===== src/irq_mask_pkg.sv =====
// Package with register map, field positions, reset values and timing for the interrupt block.
package irq_mask_pkg;

  // ***************************************************************
  // Register map (byte addresses on the Wishbone bus)
  // ***************************************************************
  localparam int unsigned ADDR_W      = 6;
  localparam logic [5:0]  ADDR_MASK1  = 6'h00;
  localparam logic [5:0]  ADDR_CFG2   = 6'h04;
  localparam logic [5:0]  ADDR_CFG3   = 6'h08;
  localparam logic [5:0]  ADDR_START  = 6'h0C;
  localparam logic [5:0]  ADDR_STAT1  = 6'h10;
  localparam logic [5:0]  ADDR_STAT2  = 6'h14;
  localparam logic [5:0]  ADDR_MASK2  = 6'h18;
  localparam logic [5:0]  ADDR_TTAG   = 6'h1C;
  localparam logic [5:0]  ADDR_CLR1   = 6'h20;
  localparam logic [5:0]  ADDR_CLR2   = 6'h24;

  // ***************************************************************
  // Field positions
  // ***************************************************************
  localparam int unsigned CFG2_UNMASKED_BIT = 15;
  localparam int unsigned CFG2_PARITY_BIT   = 14;
  localparam int unsigned CFG2_AUTOCLR_BIT  = 4;
  localparam int unsigned CFG2_LEVEL_BIT    = 3;
  localparam int unsigned CFG3_EXT_BIT      = 15;
  localparam int unsigned START_INTRST_BIT  = 2;

  // ***************************************************************
  // Reset values and active event sets
  // ***************************************************************
  localparam logic [15:0] REG_RST      = 16'h0000;
  localparam logic [14:0] ACTIVE1_BASE = 15'h00FF;
  localparam logic [14:0] ACTIVE1_EXT  = 15'h7FFF;
  localparam logic [14:0] ACTIVE2_EXT  = 15'h7FFE;
  localparam logic [14:0] NONE15       = 15'h0000;
  localparam logic [15:0] TTAG_MAX     = 16'hFFFF;

  // ***************************************************************
  // Timing
  // ***************************************************************
  localparam real         CLK_FREQ_MHZ      = 200.0;
  localparam real         TX_TIMEOUT_US     = 660.5;
  localparam int unsigned TX_TIMEOUT_CYCLES = int'($ceil(TX_TIMEOUT_US * CLK_FREQ_MHZ));

  // ***************************************************************
  // Types
  // ***************************************************************
  typedef struct packed {
    logic extMode;
    logic unmaskedCapture;
    logic parityEn;
    logic autoClear;
    logic levelMode;
  } irq_cfg_t;

  typedef struct packed {
    logic parityErr;
    logic cmdStackRoll;
    logic monCmdRoll;
    logic monDataRoll;
    logic handshakeFail;
    logic ctlRetry;
    logic addrParityErr;
    logic circBufRoll;
    logic ctlWordEom;
    logic endOfFrame;
    logic formatErr;
    logic patternTrig;
    logic endOfMsg;
  } ev_in_t;

endpackage


===== src/tx_watchdog.sv =====
// Transmitter watchdog that flags an over-long transmission.
`timescale 1ns/1ps
module tx_watchdog
  import irq_mask_pkg::*;
#(
  parameter int unsigned LIMIT = TX_TIMEOUT_CYCLES
)
(
  input  wire logic sys_clk,
  input  wire logic srst,
  input  wire logic txActive,
  input  wire logic enable,
  output logic      timeoutPulse
);

  localparam int unsigned CW = $clog2(LIMIT + 1);

  logic [CW-1:0] cnt_ff;

  // Count transmit cycles; stopping at the limit keeps the pulse to one per transmission.
  always_ff @(posedge sys_clk)
  begin
    if (srst || !txActive || !enable)
      cnt_ff <= '0;
    else if (cnt_ff != CW'(LIMIT))
      cnt_ff <= cnt_ff + 1'b1;
  end

  // One-cycle pulse when the transmission outlasts the limit.
  always_ff @(posedge sys_clk)
  begin
    if (srst)
      timeoutPulse <= 1'b0;
    else
      timeoutPulse <= txActive && enable && (cnt_ff == CW'(LIMIT - 1));
  end

endmodule


===== src/interrupt_mask_and_request.sv =====
// Interrupt mask, status latching and request output logic with a Wishbone register slave.
//
// Our own choice: the Wishbone interface to the registers.
`timescale 1ns/1ps
module interrupt_mask_and_request
  import irq_mask_pkg::*;
#(
  parameter int unsigned TX_TIMEOUT = TX_TIMEOUT_CYCLES
)
(
  input  wire logic        sys_clk,
  input  wire logic        srst,
  input  wire logic        wb_cyc_i,
  input  wire logic        wb_stb_i,
  input  wire logic        wb_we_i,
  input  wire logic [5:0]  wb_adr_i,
  input  wire logic [3:0]  wb_sel_i,
  input  wire logic [31:0] wb_dat_i,
  output logic [31:0]      wb_dat_o,
  output logic             wb_ack_o,
  input  wire ev_in_t      evIn1,
  input  wire logic [14:1] evIn2,
  input  wire logic        timeTagTick,
  input  wire logic        txActive,
  input  wire logic        ctlTermMode,
  output logic             intReqN,
  output logic             irqLevel
);

  // ***************************************************************
  // Declarations
  // ***************************************************************
  logic [15:0] mask1_ff;
  logic [15:0] mask2_ff;
  logic [15:0] cfg2_ff;
  logic [15:0] cfg3_ff;
  logic [14:0] stat1_ff;
  logic [14:0] stat2_ff;
  logic [15:0] timeTag_ff;
  logic        intFlag_ff;
  logic        sr2Owed_ff;
  logic        ack_ff;
  logic [31:0] rdData_ff;
  logic        intReqN_ff;
  logic        irqLevel_ff;

  irq_cfg_t    cfg;
  logic        capAll;
  logic [14:0] active1;
  logic [14:0] active2;
  logic [14:0] mask1Eff;
  logic [14:0] mask2Eff;
  logic [14:0] events1;
  logic [14:0] events2;
  logic [14:0] set1;
  logic [14:0] set2;
  logic [14:0] clr1;
  logic [14:0] clr2;
  logic [14:0] pending1;
  logic [14:0] pending2;
  logic        anyPend;
  logic        newReq;
  logic        levelReq;
  logic        ttagRoll;
  logic        txTimeout;
  logic        busReq;
  logic        commit;
  logic        wrCommit;
  logic        rdCommit;
  logic [15:0] wrData;
  logic [15:0] lane;
  logic        intResetWr;

  // ***************************************************************
  // Wishbone slave
  // ***************************************************************

  // Accesses are answered one cycle after the request; writes and read side effects
  // happen on the edge where the master samples ack, so a held request acts once.
  assign busReq   = wb_cyc_i && wb_stb_i;
  assign commit   = busReq && ack_ff;
  assign wrCommit = commit && wb_we_i;
  assign rdCommit = commit && !wb_we_i;
  assign lane     = {{8{wb_sel_i[1]}}, {8{wb_sel_i[0]}}};
  assign wrData   = wb_dat_i[15:0];

  always_ff @(posedge sys_clk)
  begin
    if (srst)
      ack_ff <= 1'b0;
    else
      ack_ff <= busReq && !ack_ff;
  end

  // Read data is captured as ack rises; unmapped offsets read as zero.
  always_ff @(posedge sys_clk)
  begin
    if (srst)
      rdData_ff <= '0;
    else if (busReq && !ack_ff)
    begin
      case (wb_adr_i)
        ADDR_MASK1: rdData_ff <= {17'h00000, mask1_ff[14:0]};
        ADDR_MASK2: rdData_ff <= {17'h00000, mask2_ff[14:0]};
        ADDR_CFG2:  rdData_ff <= {16'h0000, cfg2_ff};
        ADDR_CFG3:  rdData_ff <= {16'h0000, cfg3_ff};
        ADDR_STAT1: rdData_ff <= {17'h00000, stat1_ff};
        ADDR_STAT2: rdData_ff <= {17'h00000, stat2_ff[14:1], |stat1_ff};
        ADDR_TTAG:  rdData_ff <= {16'h0000, timeTag_ff};
        default:    rdData_ff <= '0;
      endcase
    end
  end

  assign wb_ack_o = ack_ff;
  assign wb_dat_o = rdData_ff;

  // ***************************************************************
  // Software registers
  // ***************************************************************

  // Mask registers clear on reset so nothing requests until software opts in.
  always_ff @(posedge sys_clk)
  begin
    if (srst)
      mask1_ff <= REG_RST;
    else if (wrCommit && wb_adr_i == ADDR_MASK1)
      mask1_ff <= ((mask1_ff & ~lane) | (wrData & lane)) & 16'h7FFF;
  end

  always_ff @(posedge sys_clk)
  begin
    if (srst)
      mask2_ff <= REG_RST;
    else if (wrCommit && wb_adr_i == ADDR_MASK2)
      mask2_ff <= ((mask2_ff & ~lane) | (wrData & lane)) & 16'h7FFE;
  end

  // Configuration registers: only the interrupt fields steer this block.
  always_ff @(posedge sys_clk)
  begin
    if (srst)
      cfg2_ff <= REG_RST;
    else if (wrCommit && wb_adr_i == ADDR_CFG2)
      cfg2_ff <= (cfg2_ff & ~lane) | (wrData & lane);
  end

  always_ff @(posedge sys_clk)
  begin
    if (srst)
      cfg3_ff <= REG_RST;
    else if (wrCommit && wb_adr_i == ADDR_CFG3)
      cfg3_ff <= (cfg3_ff & ~lane) | (wrData & lane);
  end

  // The start/reset register is a command strobe and holds no state.
  assign intResetWr = wrCommit && (wb_adr_i == ADDR_START) && wb_sel_i[0]
                      && wrData[START_INTRST_BIT];

  assign cfg.extMode         = cfg3_ff[CFG3_EXT_BIT];
  assign cfg.unmaskedCapture = cfg2_ff[CFG2_UNMASKED_BIT];
  assign cfg.parityEn        = cfg2_ff[CFG2_PARITY_BIT];
  assign cfg.autoClear       = cfg2_ff[CFG2_AUTOCLR_BIT];
  assign cfg.levelMode       = cfg2_ff[CFG2_LEVEL_BIT];

  // ***************************************************************
  // Event sources
  // ***************************************************************

  // Time tag counter; the wrap tick is the rollover event.
  always_ff @(posedge sys_clk)
  begin
    if (srst)
      timeTag_ff <= '0;
    else if (timeTagTick)
      timeTag_ff <= timeTag_ff + 16'h0001;
  end

  assign ttagRoll = timeTagTick && (timeTag_ff == TTAG_MAX);

  tx_watchdog #(
    .LIMIT (TX_TIMEOUT)
  ) u_tx_watchdog (
    .sys_clk      (sys_clk),
    .srst         (srst),
    .txActive     (txActive),
    .enable       (ctlTermMode),
    .timeoutPulse (txTimeout)
  );

  // Event vector in mask bit order; parity errors only count when checking is on.
  assign events1 = {evIn1.parityErr && cfg.parityEn && cfg.extMode,
                    txTimeout,
                    evIn1.cmdStackRoll,
                    evIn1.monCmdRoll,
                    evIn1.monDataRoll,
                    evIn1.handshakeFail,
                    evIn1.ctlRetry,
                    evIn1.addrParityErr,
                    ttagRoll,
                    evIn1.circBufRoll,
                    evIn1.ctlWordEom,
                    evIn1.endOfFrame,
                    evIn1.formatErr,
                    evIn1.patternTrig,
                    evIn1.endOfMsg};
  assign events2 = {evIn2, 1'b0};

  // ***************************************************************
  // Mode-dependent masking
  // ***************************************************************

  // Full capture needs both the extended mode and the unmasked-capture bit.
  assign capAll   = cfg.extMode && cfg.unmaskedCapture;
  assign active1  = capAll ? ACTIVE1_EXT : ACTIVE1_BASE;
  assign active2  = capAll ? ACTIVE2_EXT : NONE15;
  assign mask1Eff = cfg.extMode ? (mask1_ff[14:0] & active1)
                                : {7'h00, mask1_ff[7:0]};
  assign mask2Eff = mask2_ff[14:0] & active2;

  // Latch gating: status 1 latches masked-in events only and status 2 latches nothing, unless full capture ignores the mask.
  assign set1 = events1 & active1 & (capAll ? ACTIVE1_EXT : mask1Eff);
  assign set2 = events2 & active2;

  // ***************************************************************
  // Status registers
  // ***************************************************************

  // Reads clear only with auto clear; write-one clears always work. A new event in
  // the clearing cycle survives because the set term is applied last.
  assign clr1 = ((rdCommit && wb_adr_i == ADDR_STAT1 && cfg.autoClear) ? ACTIVE1_EXT : NONE15)
              | ((wrCommit && wb_adr_i == ADDR_CLR1) ? wrData[14:0] : NONE15);
  assign clr2 = ((rdCommit && wb_adr_i == ADDR_STAT2 && cfg.autoClear) ? ACTIVE2_EXT : NONE15)
              | ((wrCommit && wb_adr_i == ADDR_CLR2) ? wrData[14:0] : NONE15);

  always_ff @(posedge sys_clk)
  begin
    if (srst)
      stat1_ff <= '0;
    else
      stat1_ff <= (stat1_ff & ~clr1) | set1;
  end

  always_ff @(posedge sys_clk)
  begin
    if (srst)
      stat2_ff <= '0;
    else
      stat2_ff <= ((stat2_ff & ~clr2) | set2) & ACTIVE2_EXT;
  end

  // ***************************************************************
  // Request generation
  // ***************************************************************

  // The request is always gated by the mask, even when capture ignores it.
  assign pending1 = stat1_ff & mask1Eff;
  assign pending2 = stat2_ff & mask2Eff;
  assign anyPend  = (|pending1) || (|pending2);
  assign newReq   = (|(set1 & mask1Eff)) || (|(set2 & mask2Eff));

  // Status 2 must be read before the level can drop while it holds unmasked events.
  always_ff @(posedge sys_clk)
  begin
    if (srst)
      sr2Owed_ff <= 1'b0;
    else if (|(set2 & mask2Eff))
      sr2Owed_ff <= 1'b1;
    else if (rdCommit && wb_adr_i == ADDR_STAT2)
      sr2Owed_ff <= 1'b0;
  end

  // Latched level for the no-auto-clear case; the reset command loses to a new event.
  always_ff @(posedge sys_clk)
  begin
    if (srst)
      intFlag_ff <= 1'b0;
    else if (newReq)
      intFlag_ff <= 1'b1;
    else if (intResetWr && !sr2Owed_ff)
      intFlag_ff <= 1'b0;
  end

  // With auto clear the level follows pending status, so a status read releases it.
  assign levelReq = cfg.autoClear ? anyPend : intFlag_ff;

  // Active-low request pin: one-cycle pulse per new event, or a held level.
  always_ff @(posedge sys_clk)
  begin
    if (srst)
      intReqN_ff <= 1'b1;
    else
      intReqN_ff <= !(cfg.levelMode ? levelReq : newReq);
  end

  // Plain active-high level for a system interrupt controller.
  always_ff @(posedge sys_clk)
  begin
    if (srst)
      irqLevel_ff <= 1'b0;
    else
      irqLevel_ff <= anyPend;
  end

  assign intReqN  = intReqN_ff;
  assign irqLevel = irqLevel_ff;

endmodule


===== config.mk =====
export PLATFORM = sky130hd
export DESIGN_NAME = interrupt_mask_and_request
export DESIGN_NICKNAME = d
export VERILOG_FILES = /design/src/irq_mask_pkg.sv /design/src/tx_watchdog.sv /design/src/interrupt_mask_and_request.sv
export SDC_FILE = /design/constraint.sdc
export NUM_CORES = 1
export LEC_CHECK = 0
export BUFFER_PORTS_ARGS = -buffer_cell sky130_fd_sc_hd__buf_4
export CORE_MARGIN = 8
export CORE_UTILIZATION = 30
export CTS_CLUSTER_DIAMETER = 100
export DETAILED_ROUTE_END_ITERATION = 7
export SLEW_MARGIN = 20
export SYNTH_ARGS = -nofsm -noshare
export SYNTH_HDL_FRONTEND = slang
export SYNTH_SLANG_ARGS = --single-unit

===== constraint.sdc =====
create_clock -name sys_clk -period 1.7 [get_ports sys_clk]
set_input_delay 0.085 -clock sys_clk [delete_from_list [all_inputs] [get_ports sys_clk]]
set_output_delay 0.085 -clock sys_clk [all_outputs]
set_load 0.02 [all_outputs]

* Yosys cells after proc, flatten, opt, wreduce, memory -nomap -nowiden *
Index checks and enable logic that the tools add are counted.

operators by class
  equality and inequality tests = 12
  mux-type cells = 15
  reduce and logical (&&, ||, !) cells = 43
  bitwise logic cells = 27
  add/subtract/negate cells = 2

operators by type and width
  operator                                              number
  bitwise AND 15 bit                                    13
  2-to-1 mux 15 bit                                     8
  one-hot mux 16 bit (7 select lines)                   1
  bitwise OR 15 bit                                     6
  OR reduction 15 bit                                   5
  bitwise AND 16 bit                                    3
  bitwise OR 16 bit                                     2
  NOT 15 bit                                            2
  logical AND 1 bit                                     25
  equality test 6 x 5 -> 1 bit (second input constant)  4
  adder 18 x 1 -> 18 bit (second input constant)        1
  equality test 18 bit (second input constant)          1
  != test 18 bit (second input constant)                1
  adder 16 x 1 -> 16 bit (second input constant)        1
  equality test 16 bit (second input constant)          1
  NOT 16 bit                                            1
  equality test 6 x 4 -> 1 bit (second input constant)  2
  equality test 6 bit (second input constant)           2
  equality test 6 x 3 -> 1 bit (second input constant)  1
  logical NOT 1 bit                                     6
  logical NOT 6 bit                                     1
  2-to-1 mux 1 bit                                      6
  logical OR 1 bit                                      4
  nonzero test 2 bit                                    2

word-level totals
  input bits = 77
  flip-flop bits (word level) = 163
  word-level logic and storage cells = 115
  output and inout port bits = 35

* Depth between registers and ports, before layout *
Gate-level depths: netlist (run 1).

  depth in word-level cells = 11
  gate-level depth with buffers = 8
  gate-level depth less buffers = 7

* Hierarchy *
A second synthesis (run 1) with hierarchy kept.

unflattened totals
  cell total of the unflattened synthesis = 810
  area total of the unflattened synthesis = 6826.5 sq um

by module, submodules not included
  module                      area each (sq um)  sequential area each (sq um)  times used  cells an instance
  interrupt_mask_and_request  5838.1             2542.4                        1           693
  tx_watchdog                 988.4              380.4                         1           117

* Least setup slack after synthesis (run 1) *
No wires, ideal clock.

  kind = register to register
  from = register ack_ff (netlist: wb_ack_o)
  to = register stat1_ff[13]
  arrival = 1462 ps
  required time = 1572 ps
  setup slack = 111 ps
  library setup time = 128 ps
  period minus slack after synthesis = 1589 ps
  buffers on the path = 1
  stages on the path, launching flop included = 8
  cells stage by stage = dfxtp_1 and4_1 nand2_1 nor3_4 buf_4 nand2_1 a32oi_1 nor2_1

on the way
  cells in the longest elaborated chain, start to end = 9
  elaborated cells on any way between the ends = 12
  those cells by class = 2 x mux; 4 x bitwise; 6 x reduce/logical

ends and longest elaborated chain
  element                         RTL line                           RTL
  start, declared                 interrupt_mask_and_request.sv:42   logic ack_ff;
  start signal, assigned          interrupt_mask_and_request.sv:92   ack_ff <= busReq && !ack_ff;
  logical AND 1 bit (*)           interrupt_mask_and_request.sv:81   assign commit = busReq && ack_ff;
  logical AND 1 bit               interrupt_mask_and_request.sv:83   assign rdCommit = commit && !wb_we_i;
  logical AND 1 bit (2 in a row)  interrupt_mask_and_request.sv:231  assign clr1 = ((rdCommit && wb_adr_i == ADDR_STAT1 && cfg.autoClear) ? ACTIVE1_EXT : NONE15)
  2-to-1 mux 15 bit               interrupt_mask_and_request.sv:231
  bitwise OR 15 bit (*)           interrupt_mask_and_request.sv:232  | ((wrCommit && wb_adr_i == ADDR_CLR1) ? wrData[14:0] : NONE15);
  NOT 15 bit (*)                  interrupt_mask_and_request.sv:241  stat1_ff <= (stat1_ff & ~clr1) | set1;
  bitwise AND 15 bit (*)          interrupt_mask_and_request.sv:241
  bitwise OR 15 bit (*)           interrupt_mask_and_request.sv:241
  end signal, assigned            interrupt_mask_and_request.sv:241
  end, declared                   interrupt_mask_and_request.sv:37   logic [14:0] stat1_ff;

Every way passes the cells marked *; elsewhere a longest branch is shown, timed or not.
A chain may end at the register's enable or synchronous reset.

* Worst setup path in the final report (run 1) *
  from = register stat1_ff[10]
  to = register rdData_ff[0] (netlist: wb_dat_o[0])

on the way
  cells in the longest elaborated chain, start to end = 2

ends and longest elaborated chain
  element                              RTL line                           RTL
  OR reduction 15 bit                  interrupt_mask_and_request.sv:108  ADDR_STAT2: rdData_ff <= {17'h00000, stat2_ff[14:1], |stat1_ff};
  one-hot mux 16 bit (7 select lines)  interrupt_mask_and_request.sv:102  case (wb_adr_i)
  end signal, assigned                 interrupt_mask_and_request.sv:103  ADDR_MASK1: rdData_ff <= {17'h00000, mask1_ff[14:0]};
  end signal, assigned                 interrupt_mask_and_request.sv:108
  end signal, assigned                 interrupt_mask_and_request.sv:109  ADDR_TTAG: rdData_ff <= {16'h0000, timeTag_ff};
  end, declared                        interrupt_mask_and_request.sv:43   logic [31:0] rdData_ff;

No other way between the ends.

==> reports/qor.txt, run 1 <==
R2R cell count: 5
Post-Layout Cell Count: 1,249
Synthesized cell area: 6930 um^2
Min-delay src: wb_we_i
Final Max Tran Viols: 0
Largest net degree at the start of global routing: 45
Post-placement cell count: 1,171
Synth top area cells: dfxtp_1 (42%), nand2_1 (7.4%), nand3_1 (6.3%)
Area grow syn2layout: 32.2%
Setup TNS: 0 ns
Die Span X: 168 um
Design Area, Final: 9170 um^2
Tot GR Track Use: 16.3%
Post-placement cell area: 7990 um^2
Starting Density: 30.6%
Share of cells above drive strength 1: 22.9%
Startpoint Class: flop
Bufs on Longest Clock Path: 2
Post-route ant nets: 0
First-pass GRT wire length: 36.2 mm
Worst-Margin Slew: 0.584 ns
Total grt overflow: 0
Final setup violation count: 0
Critical path data required time: 2.03 ns
Post-synthesis sequential area ratio: 42.2%
Total Power: 7.94 mW
Hold endpoint: sr2Owed_ff$_SDFFE_PP0P_
Vias per cell: 5.41
Most common cell after layout, fill and taps aside: dfxtp_1
Hold Fails Final Rpt: 0
Post-CTS Setup Repair Bufs: 0
Port Buffers: 77
Top Ports: 112
Reg clk slew, reported paths: 0.06 ns
Fmax: 608 MHz
Routability cong.: 0.867
Die area: 28,200 um^2
Syn Inst Count: 808
Vias in the first global route: 6,428
Core ar.: 22,600 um^2
Fin crit share: 96.7%
TritonCTS clock tree: yes
Tightest Hold Check Type: in2reg
Leakage power: 3.16 nW
Maximum resistive drop on vdd: 658 uV
Row count: 55
Max FO, Critical Path: 4
Per-cell routed wire length: 18.6 um
Final Critical Period: 1.64 ns
FF-to-FF End: wb_dat_o[0]$_SDFFE_PP0P_
Clock Tree Root: clkbuf_16
H-tree Lvls: 4
Antenna diodes: 0
Final WL: 23.2 mm
Post-synth EDFFs: 0
First DRT Iteration DRCs: 536
Post-synth top area cell: dfxtp_1
Min-Delay Path Depth: 5
Ys Warns: 0
Net count, final: 1,031
Flop-to-flop setup slack: 0.06 ns
Clk_lat worst skew: 0.43 ns
Unique masters post-synth: 51
Status: completed
Setup crit end kind: flop
CTS Buf Count: 17
Critical path data arrival time: 1.97 ns
Area share of the largest cell type after synthesis: 42.2%
CTS Sinks: 146
Max_slew headroom: 61.0%
Worst r2r src: stat1_ff[10]$_SDFF_PP0_
Prevailing post-synth register cell: dfxtp_1
P per Cell Area: 866 nW/um^2
DRC errors left: 0
Avg Cell Area, Syn: 8.58 um^2
Placed wire-length estimate: 17.2 mm
Max Clock Skew: 0.00951 ns
Async set-reset flop share out of synthesis: 0%
Die height: 168 um
Initial antenna violation count: 0
Most frequent cells in the layout: dfxtp_1 (145), nand2_1 (131), buf_4 (121)
Drt pass-1 iters: 6
Crit Path Category: reg2reg
Vias post-DR: 6,757
Max-cap viol count: 0
Worst hold slack: 0.0436 ns
#FFs+latches synth: 146
[how the worst max path moves through the flow]
| stage | start | cells after the start | slack [ns] | to |
|---|---|---|---|---|
| 3_5_place_dp | flop | 6 | -0.07 | intFlag_ff$_SDFFE_PP0P_ |
| 3_3_place_gp | flop | 6 | -0.05 | intFlag_ff$_SDFFE_PP0P_ |
| 6_report | stat1_ff[10]$_SDFF_PP0_ | 5 | 0.06 | wb_dat_o[0]$_SDFFE_PP0P_ |
| 4_1_cts | flop | 6 | 0.02 | intFlag_ff$_SDFFE_PP0P_ |
| 2_1_floorplan | wb_ack_o$_SDFF_PP0_ | 7 | 0.11 | stat1_ff[13]$_SDFF_PP0_ |
| 5_1_grt | stat1_ff[10]$_SDFF_PP0_ | 5 | -0.006 | wb_dat_o[0]$_SDFFE_PP0P_ |
[worst max-delay path, stage by stage (launching register included)]
cell and delay, ns:
dfxtp_1 0.35, nor4_2 0.39, nand4_1 0.20, a222oi_1 0.34, a21oi_1 0.11, a21o_1 0.16
[metrics by stage]
step	setup WS [ns]	util, %
after floorplan	0.111	-
after global placement	-0.0546	35.3
after detailed placement	-0.0707	35.3
after CTS	0.0203	40.1
after global routing	-0.00625	40.5
final	0.0553	40.5
[cells in the mapped netlist, types with 4 or more instances]
| master | count |
|---|---|
| buf_2 | 15 |
| a221oi_2 | 14 |
| nor3_1 | 7 |
| a21oi_1 | 81 |
| nor4_1 | 5 |
| nand4_1 | 10 |
| a32oi_1 | 20 |
| and3_1 | 5 |
| or3_1 | 6 |
| a22o_1 | 21 |
| mux4_2 | 14 |
| nand3_1 | 87 |
| nand2_1 | 137 |
| dfxtp_1 | 146 |
| o21ai_1 | 14 |
| o21ai_0 | 13 |
| xor2_1 | 15 |
| and2_1 | 4 |
| a22oi_1 | 13 |
| clkbuf_1 | 22 |
| nor2_1 | 68 |
| inv_1 | 6 |
| and4_1 | 4 |
| a221oi_1 | 7 |
| buf_6 | 4 |
| xnor2_1 | 10 |
| buf_4 | 22 |
[power breakdown]
group          internal [mW]  switching [mW]  leakage (nW)
sequential              3.43         0.00827          1.18
clock                   2.49            1.53         0.294
combinational          0.213           0.280          1.69
total                   6.13            1.81          3.16
[area by class of cell]
| cell class | instances | area, um^2 |
|---|---|---|
| inverter | 6 | 22.5 |
| tap | 285 | 357 |
| fill | 2252 | 13500 |
| timing repair buffer | 172 | 1470 |
| sequential | 146 | 2920 |
| multi-input combinational | 608 | 3770 |
| clock buffer | 18 | 439 |
| clock inverter | 14 | 186 |
[repair_timing]
| item | CTS | global route |
|---|---|---|
| setup endpoints to repair | 2 | 40 |
| pin swaps | 0 | 5 |
| hold endpoints to repair | 91 | 0 |
| gates resized for setup | 2 | 20 |
| cloned | 0 | 0 |
| hold buffers | 46 | 0 |
[per-layer routing]
layer,track usage [%],vias to the layer above,part of all wire (%)
met4,6.33,0,2.2
met1,22.2,3224,45
met2,24.7,296,45
met5,0,-,0
met3,3.41,39,8.4
li1,-,3198,-
[cell families after synthesis]
| kind of cell | Yosys count | synth area share [%] |
|---|---|---|
| AOI/OAI and AO/OA | 194 | 19.6 |
| other | 1 | 0.0541 |
| adders and majority gates | 3 | 0.541 |
| muxes | 16 | 4.84 |
| buffers and inverters | 69 | 5.63 |
| xor gates and xnor gates | 25 | 3.16 |
| and+or+nand+nor | 354 | 24.0 |
| DFF | 146 | 42.2 |
No activity file was read; power rests on OpenSTA's default activity.
==> inputs of run 2 (changes only) <==
--- a/config.mk
+++ b/config.mk
@@ -7,9 +7,10 @@
 export LEC_CHECK = 0
 export BUFFER_PORTS_ARGS = -buffer_cell sky130_fd_sc_hd__buf_4
 export CORE_MARGIN = 8
-export CORE_UTILIZATION = 30
+export CORE_UTILIZATION = 55
 export CTS_CLUSTER_DIAMETER = 100
 export DETAILED_ROUTE_END_ITERATION = 7
+export PLACE_DENSITY = 0.78
 export SLEW_MARGIN = 20
 export SYNTH_ARGS = -nofsm -noshare
 export SYNTH_HDL_FRONTEND = slang
==> constraint.sdc (replaced) <==
create_clock -name sys_clk -period 1.8 [get_ports sys_clk]
set_input_delay 0.09 -clock sys_clk [delete_from_list [all_inputs] [get_ports sys_clk]]
set_output_delay 0.09 -clock sys_clk [all_outputs]
set_load 0.02 [all_outputs]
==> reports/qor.txt, run 2 (same netlist as run 1, synthesis figures left out) <==
Status: completed
Post-route ant nets: 0
Crit Path Category: reg2reg
Routability cong.: 0.948
Drt pass-1 iters: 5
Fin crit share: 94.7%
Initial antenna violation count: 1
Setup crit end kind: flop
Min-Delay Path Depth: 5
Post-CTS Setup Repair Bufs: 0
Flop-to-flop setup slack: 0.09 ns
Max_slew headroom: 41.5%
Total grt overflow: 0
CTS Sinks: 146
Critical path data required time: 2.11 ns
Final Critical Period: 1.71 ns
Vias post-DR: 6,932
Max FO, Critical Path: 8
Core Util, Final: 71.4%
FF-to-FF End: stat1_ff[7]$_SDFF_PP0_
Starting Density: 55.6%
Placed wire-length estimate: 15.8 mm
Die area: 16,500 um^2
Critical path data arrival time: 2.01 ns
R2R cell count: 7
Net count, final: 1,026
Maximum resistive drop on vdd: 564 uV
TritonCTS clock tree: yes
CTS Buf Count: 17
Slowest CP cell: nor3_4
Clk_lat worst skew: 0.43 ns
Most frequent cells in the layout: dfxtp_1 (146), nand2_1 (137), buf_4 (117)
H-tree Lvls: 4
Bufs on Longest Clock Path: 2
Fmax: 586 MHz
First-pass GRT wire length: 35.0 mm
First DRT Iteration DRCs: 805
Die Span X: 128 um
Tightest Hold Check Type: in2reg
Max Clock Skew: 0.00794 ns
Core ar.: 12,500 um^2
Reg clk slew, reported paths: 0.06 ns
RSZ-0062 raised after global routing: yes
Crit path cell chain: and4_1 -> nand2_1 -> nor3_4 -> buf_12 -> nand2_1 -> nand3_1 -> a21oi_1
Pre-CTS setup slack: 0.0105 ns
Leakage power: 3.11 nW
Worst path max stage delay: 0.40 ns
Die height: 128 um
Clock Tree Root: clkbuf_16
Startpoint Class: flop
Final Max Tran Viols: 0
DRC errors left: 0
Row count: 41
Per-cell routed wire length: 19.6 um
Min-delay src: wb_we_i
Design Area, Final: 8900 um^2
Final setup violation count: 0
Tot GR Track Use: 27.2%
Port Buffers: 77
Worst r2r src: wb_ack_o$_SDFF_PP0_
Vias in the first global route: 6,675
Most common cell after layout, fill and taps aside: dfxtp_1
Share of cells above drive strength 1: 20.8%
Top Ports: 112
Largest net degree at the start of global routing: 40
Area grow syn2layout: 28.4%
Worst-Margin Slew: 0.875 ns
CP dominant cell by count: nand2_1
Hold Fails Final Rpt: 0
Vias per cell: 6.12
Post-route setup slack: 0.0948 ns
Hold endpoint: sr2Owed_ff$_SDFFE_PP0P_
Final WL: 22.1 mm
Max-cap viol count: 0
P per Cell Area: 831 nW/um^2
Post-placement cell area: 7800 um^2
Total Power: 7.40 mW
## run 2: cell types whose count changed in the layout (fill, tap and decap cells not counted), sizes merged
cell | before | now
buf | 126 | 121
diode | 0 | 1
inv | 7 | 6
clkbuf | 18 | 20
clkinv | 4 | 7
clkinvlp | 5 | 1
## run 2: worst max-delay path by stage
stage,startpoint,endpoint,depth (start not counted)
after floorplan,wb_ack_o$_SDFF_PP0_,stat1_ff[13]$_SDFF_PP0_,7
after global placement,flop,intFlag_ff$_SDFFE_PP0P_,6
after detailed placement,flop,intFlag_ff$_SDFFE_PP0P_,6
after CTS,stat2_ff[8]$_SDFF_PP0_,intReqN$_SDFF_PP1_,6
after global routing,wb_stb_i,wb_dat_o[14]$_SDFFE_PP0P_,8
final,wb_ack_o$_SDFF_PP0_,stat1_ff[7]$_SDFF_PP0_,7
## run 2: layout make-up
type                    count  area, um^2
multi-input cells         608        3710
clock buffers              20         447
inverters                   6        22.5
fillers                   974        3560
well taps                 172         215
diodes                      1        2.50
clock inverters            12         163
flip-flops and latches    146        2920
repair buffers            167        1420
## run 2: worst max-delay path: cells and delay by family, from the launching register on
kind | cells | cell delay [ns]
simple gates | 5 | 0.94
buf+inv | 1 | 0.18
compound gates | 1 | 0.08
flops | 1 | 0.38
## run 2: per-stage QoR
step / hold slack (ns) / setup TNS, ns / cells
after global routing: 0.0468 / -0.0185 / 1132
after floorplan: 0.223 / 0 / 823
final: 0.0207 / 0 / 1132
after global placement: 0.329 / 0 / 1053
after CTS: 0.00689 / 0 / 1131
after detailed placement: 0.330 / 0 / 1053
## run 2: timing repair
| item | CTS | global route |
|---|---|---|
| hold endpoints to repair | 88 | 0 |
| hold buffers | 46 | 0 |
| resized for setup | 1 | 6 |
| endpoints found under the setup margin | 1 | 6 |
## run 2: routing by layer
metal | track usage [%] | part of all wire (%) | up-vias
met5 | 0 | 0 | -
met4 | 12.7 | 3.5 | 0
met3 | 6.16 | 11 | 75
met2 | 42.4 | 46 | 411
met1 | 35.0 | 39 | 3266
li1 | - | - | 3180
## run 2: where the power goes
group | internal, mW | switching (mW)
clock network | 2.33 | 1.36
logic | 0.201 | 0.256
registers | 3.24 | 0.00721
total | 5.78 | 1.62
==> inputs of run 3 (changes only) <==
--- a/config.mk
+++ b/config.mk
@@ -7,10 +7,10 @@
 export LEC_CHECK = 0
 export BUFFER_PORTS_ARGS = -buffer_cell sky130_fd_sc_hd__buf_4
 export CORE_MARGIN = 8
-export CORE_UTILIZATION = 55
+export CORE_UTILIZATION = 49
 export CTS_CLUSTER_DIAMETER = 100
 export DETAILED_ROUTE_END_ITERATION = 7
-export PLACE_DENSITY = 0.78
+export PLACE_DENSITY = 0.71
 export SLEW_MARGIN = 20
 export SYNTH_ARGS = -nofsm -noshare
 export SYNTH_HDL_FRONTEND = slang
==> reports/qor.txt, run 3 (same netlist as run 1, synthesis figures left out) <==
Critical path data required time: 2.10 ns
Bufs on Longest Clock Path: 2
Post-route ant nets: 0
Total Power: 7.34 mW
Critical path data arrival time: 2.01 ns
Startpoint Class: flop
Crit Path Category: reg2reg
Vias post-DR: 6,787
Tightest Hold Check Type: in2reg
Per-cell routed wire length: 19.1 um
Area grow syn2layout: 29.1%
Most common cell after layout, fill and taps aside: dfxtp_1
Status: completed
Final WL: 21.8 mm
Max_slew headroom: 40.0%
Row count: 43
P per Cell Area: 820 nW/um^2
WP buf/inv: 0
Routability cong.: 0.902
Die height: 135 um
Initial antenna violation count: 0
Worst hold slack: 0.0292 ns
Vias per cell: 5.95
Die Span X: 135 um
Final setup violation count: 0
Most frequent cells in the layout: dfxtp_1 (146), nand2_1 (137), buf_4 (115)
Clock Tree Root: clkbuf_16
Largest net degree at the start of global routing: 111
Max FO, Critical Path: 4
Worst path max stage delay: 0.39 ns
Largest delay share family, worst path: compound AO/OA/AOI/OAI gates
Post-Layout Cell Count: 1,140
Port Buffers: 77
Slowest CP cell: dfxtp_1
Core Util, Final: 64.5%
Fmax: 586 MHz
Post-placement cell count: 1,060
Starting Density: 50.0%
Placed wire-length estimate: 15.2 mm
Share of cells above drive strength 1: 20.6%
Leakage power: 3.12 nW
Die area: 18,200 um^2
Reg clk slew, reported paths: 0.06 ns
Crit path cell chain: a22o_1 -> a221oi_1 -> a41oi_1 -> a311oi_1 -> a21oi_1
First DRT Iteration DRCs: 885
Clk_lat worst skew: 0.43 ns
DRC errors left: 0
Max-cap viol count: 0
Final Critical Period: 1.71 ns
Tot GR Track Use: 24.1%
Max Clock Skew: 0.00986 ns
TritonCTS clock tree: yes
CTS Buf Count: 17
Total grt overflow: 0
Net count, final: 1,028
H-tree Lvls: 4
Setup crit end kind: flop
Vias in the first global route: 6,421
Min-delay src: wb_we_i
Maximum resistive drop on vdd: 637 uV
Hold Fails Final Rpt: 0
Final Max Tran Viols: 0
Top Ports: 112
Worst-Margin Slew: 0.897 ns
CTS Sinks: 146
First-pass GRT wire length: 34.2 mm
Fin crit share: 94.8%
Drt pass-1 iters: 5
Antenna diodes: 0
Core ar.: 13,900 um^2
## run 3: cell types whose count changed in the layout (fill, tap and decap cells not counted), sizes merged
| cell | previous run | this run |
|---|---|---|
| diode | 1 | 0 |
| inv | 6 | 7 |
| clkbuf | 20 | 22 |
| clkinv | 7 | 3 |
| clkinvlp | 1 | 2 |
| buf | 121 | 122 |
| bufinv | 4 | 3 |
| dlygate4sd3 | 46 | 47 |
## run 3: path summary, 6_finish.rpt
path	to	slack, ns	cells after the start
hold reg to reg	wb_dat_o[9]$_SDFFE_PP0P_	0.45	2
hold / removal	sr2Owed_ff$_SDFFE_PP0P_	0.03	5
setup / recovery	intFlag_ff$_SDFFE_PP0P_	0.09	5
setup reg to reg	intFlag_ff$_SDFFE_PP0P_	0.09	5
## run 3: layer usage
| metal | GRT usage [%] | wire (um) | share of wire, % | vias up |
|---|---|---|---|---|
| li1 | - | - | - | 3188 |
| met1 | 31.6 | 9190 | 42 | 3186 |
| met2 | 36.3 | 9790 | 45 | 351 |
| met3 | 6.58 | 2170 | 9.9 | 62 |
| met4 | 10.5 | 650 | 3.0 | 0 |
| met5 | 0 | 0 | 0 | - |
## run 3: metrics by stage
stage | setup slack, ns | area [um^2] | setup TNS, ns
floorplan | 0.211 | 6990 | 0
global placement | 0.0577 | 7840 | 0
detailed placement | 0.0782 | 7840 | 0
CTS | 0.0545 | 8910 | 0
global route | -0.0227 | 8950 | -0.0244
finish | 0.0931 | 8950 | 0
## run 3: where the power goes
group,switching (mW),leakage (nW),internal [mW]
registers,0.00731,1.18,3.24
logic,0.254,1.65,0.202
clock network,1.36,0.292,2.28
total,1.62,3.12,5.72
## run 3: what timing repair did
item / 4_1_cts / 5_1_grt
buffers inserted: 0 / 2
gates resized for setup: 0 / 6
hold buffers: 47 / 0
setup endpoints to repair: 0 / 27
hold endpoints to repair: 91 / 0
## run 3: cell type report
cell class / instances / area (um^2)
fill: 1195 / 4930
clock inverter: 9 / 129
tap: 180 / 225
clock buffer: 22 / 474
multi-input combinational: 608 / 3710
inverter: 6 / 22.5
timing repair buffer: 169 / 1470
sequential: 146 / 2920
## run 3: worst reg2reg max path: stages, from the launching register on
cell and delay [ns]:
dfxtp_1 0.39, a22o_1 0.24, a221oi_1 0.34, a41oi_1 0.17, a311oi_1 0.34, a21oi_1 0.10
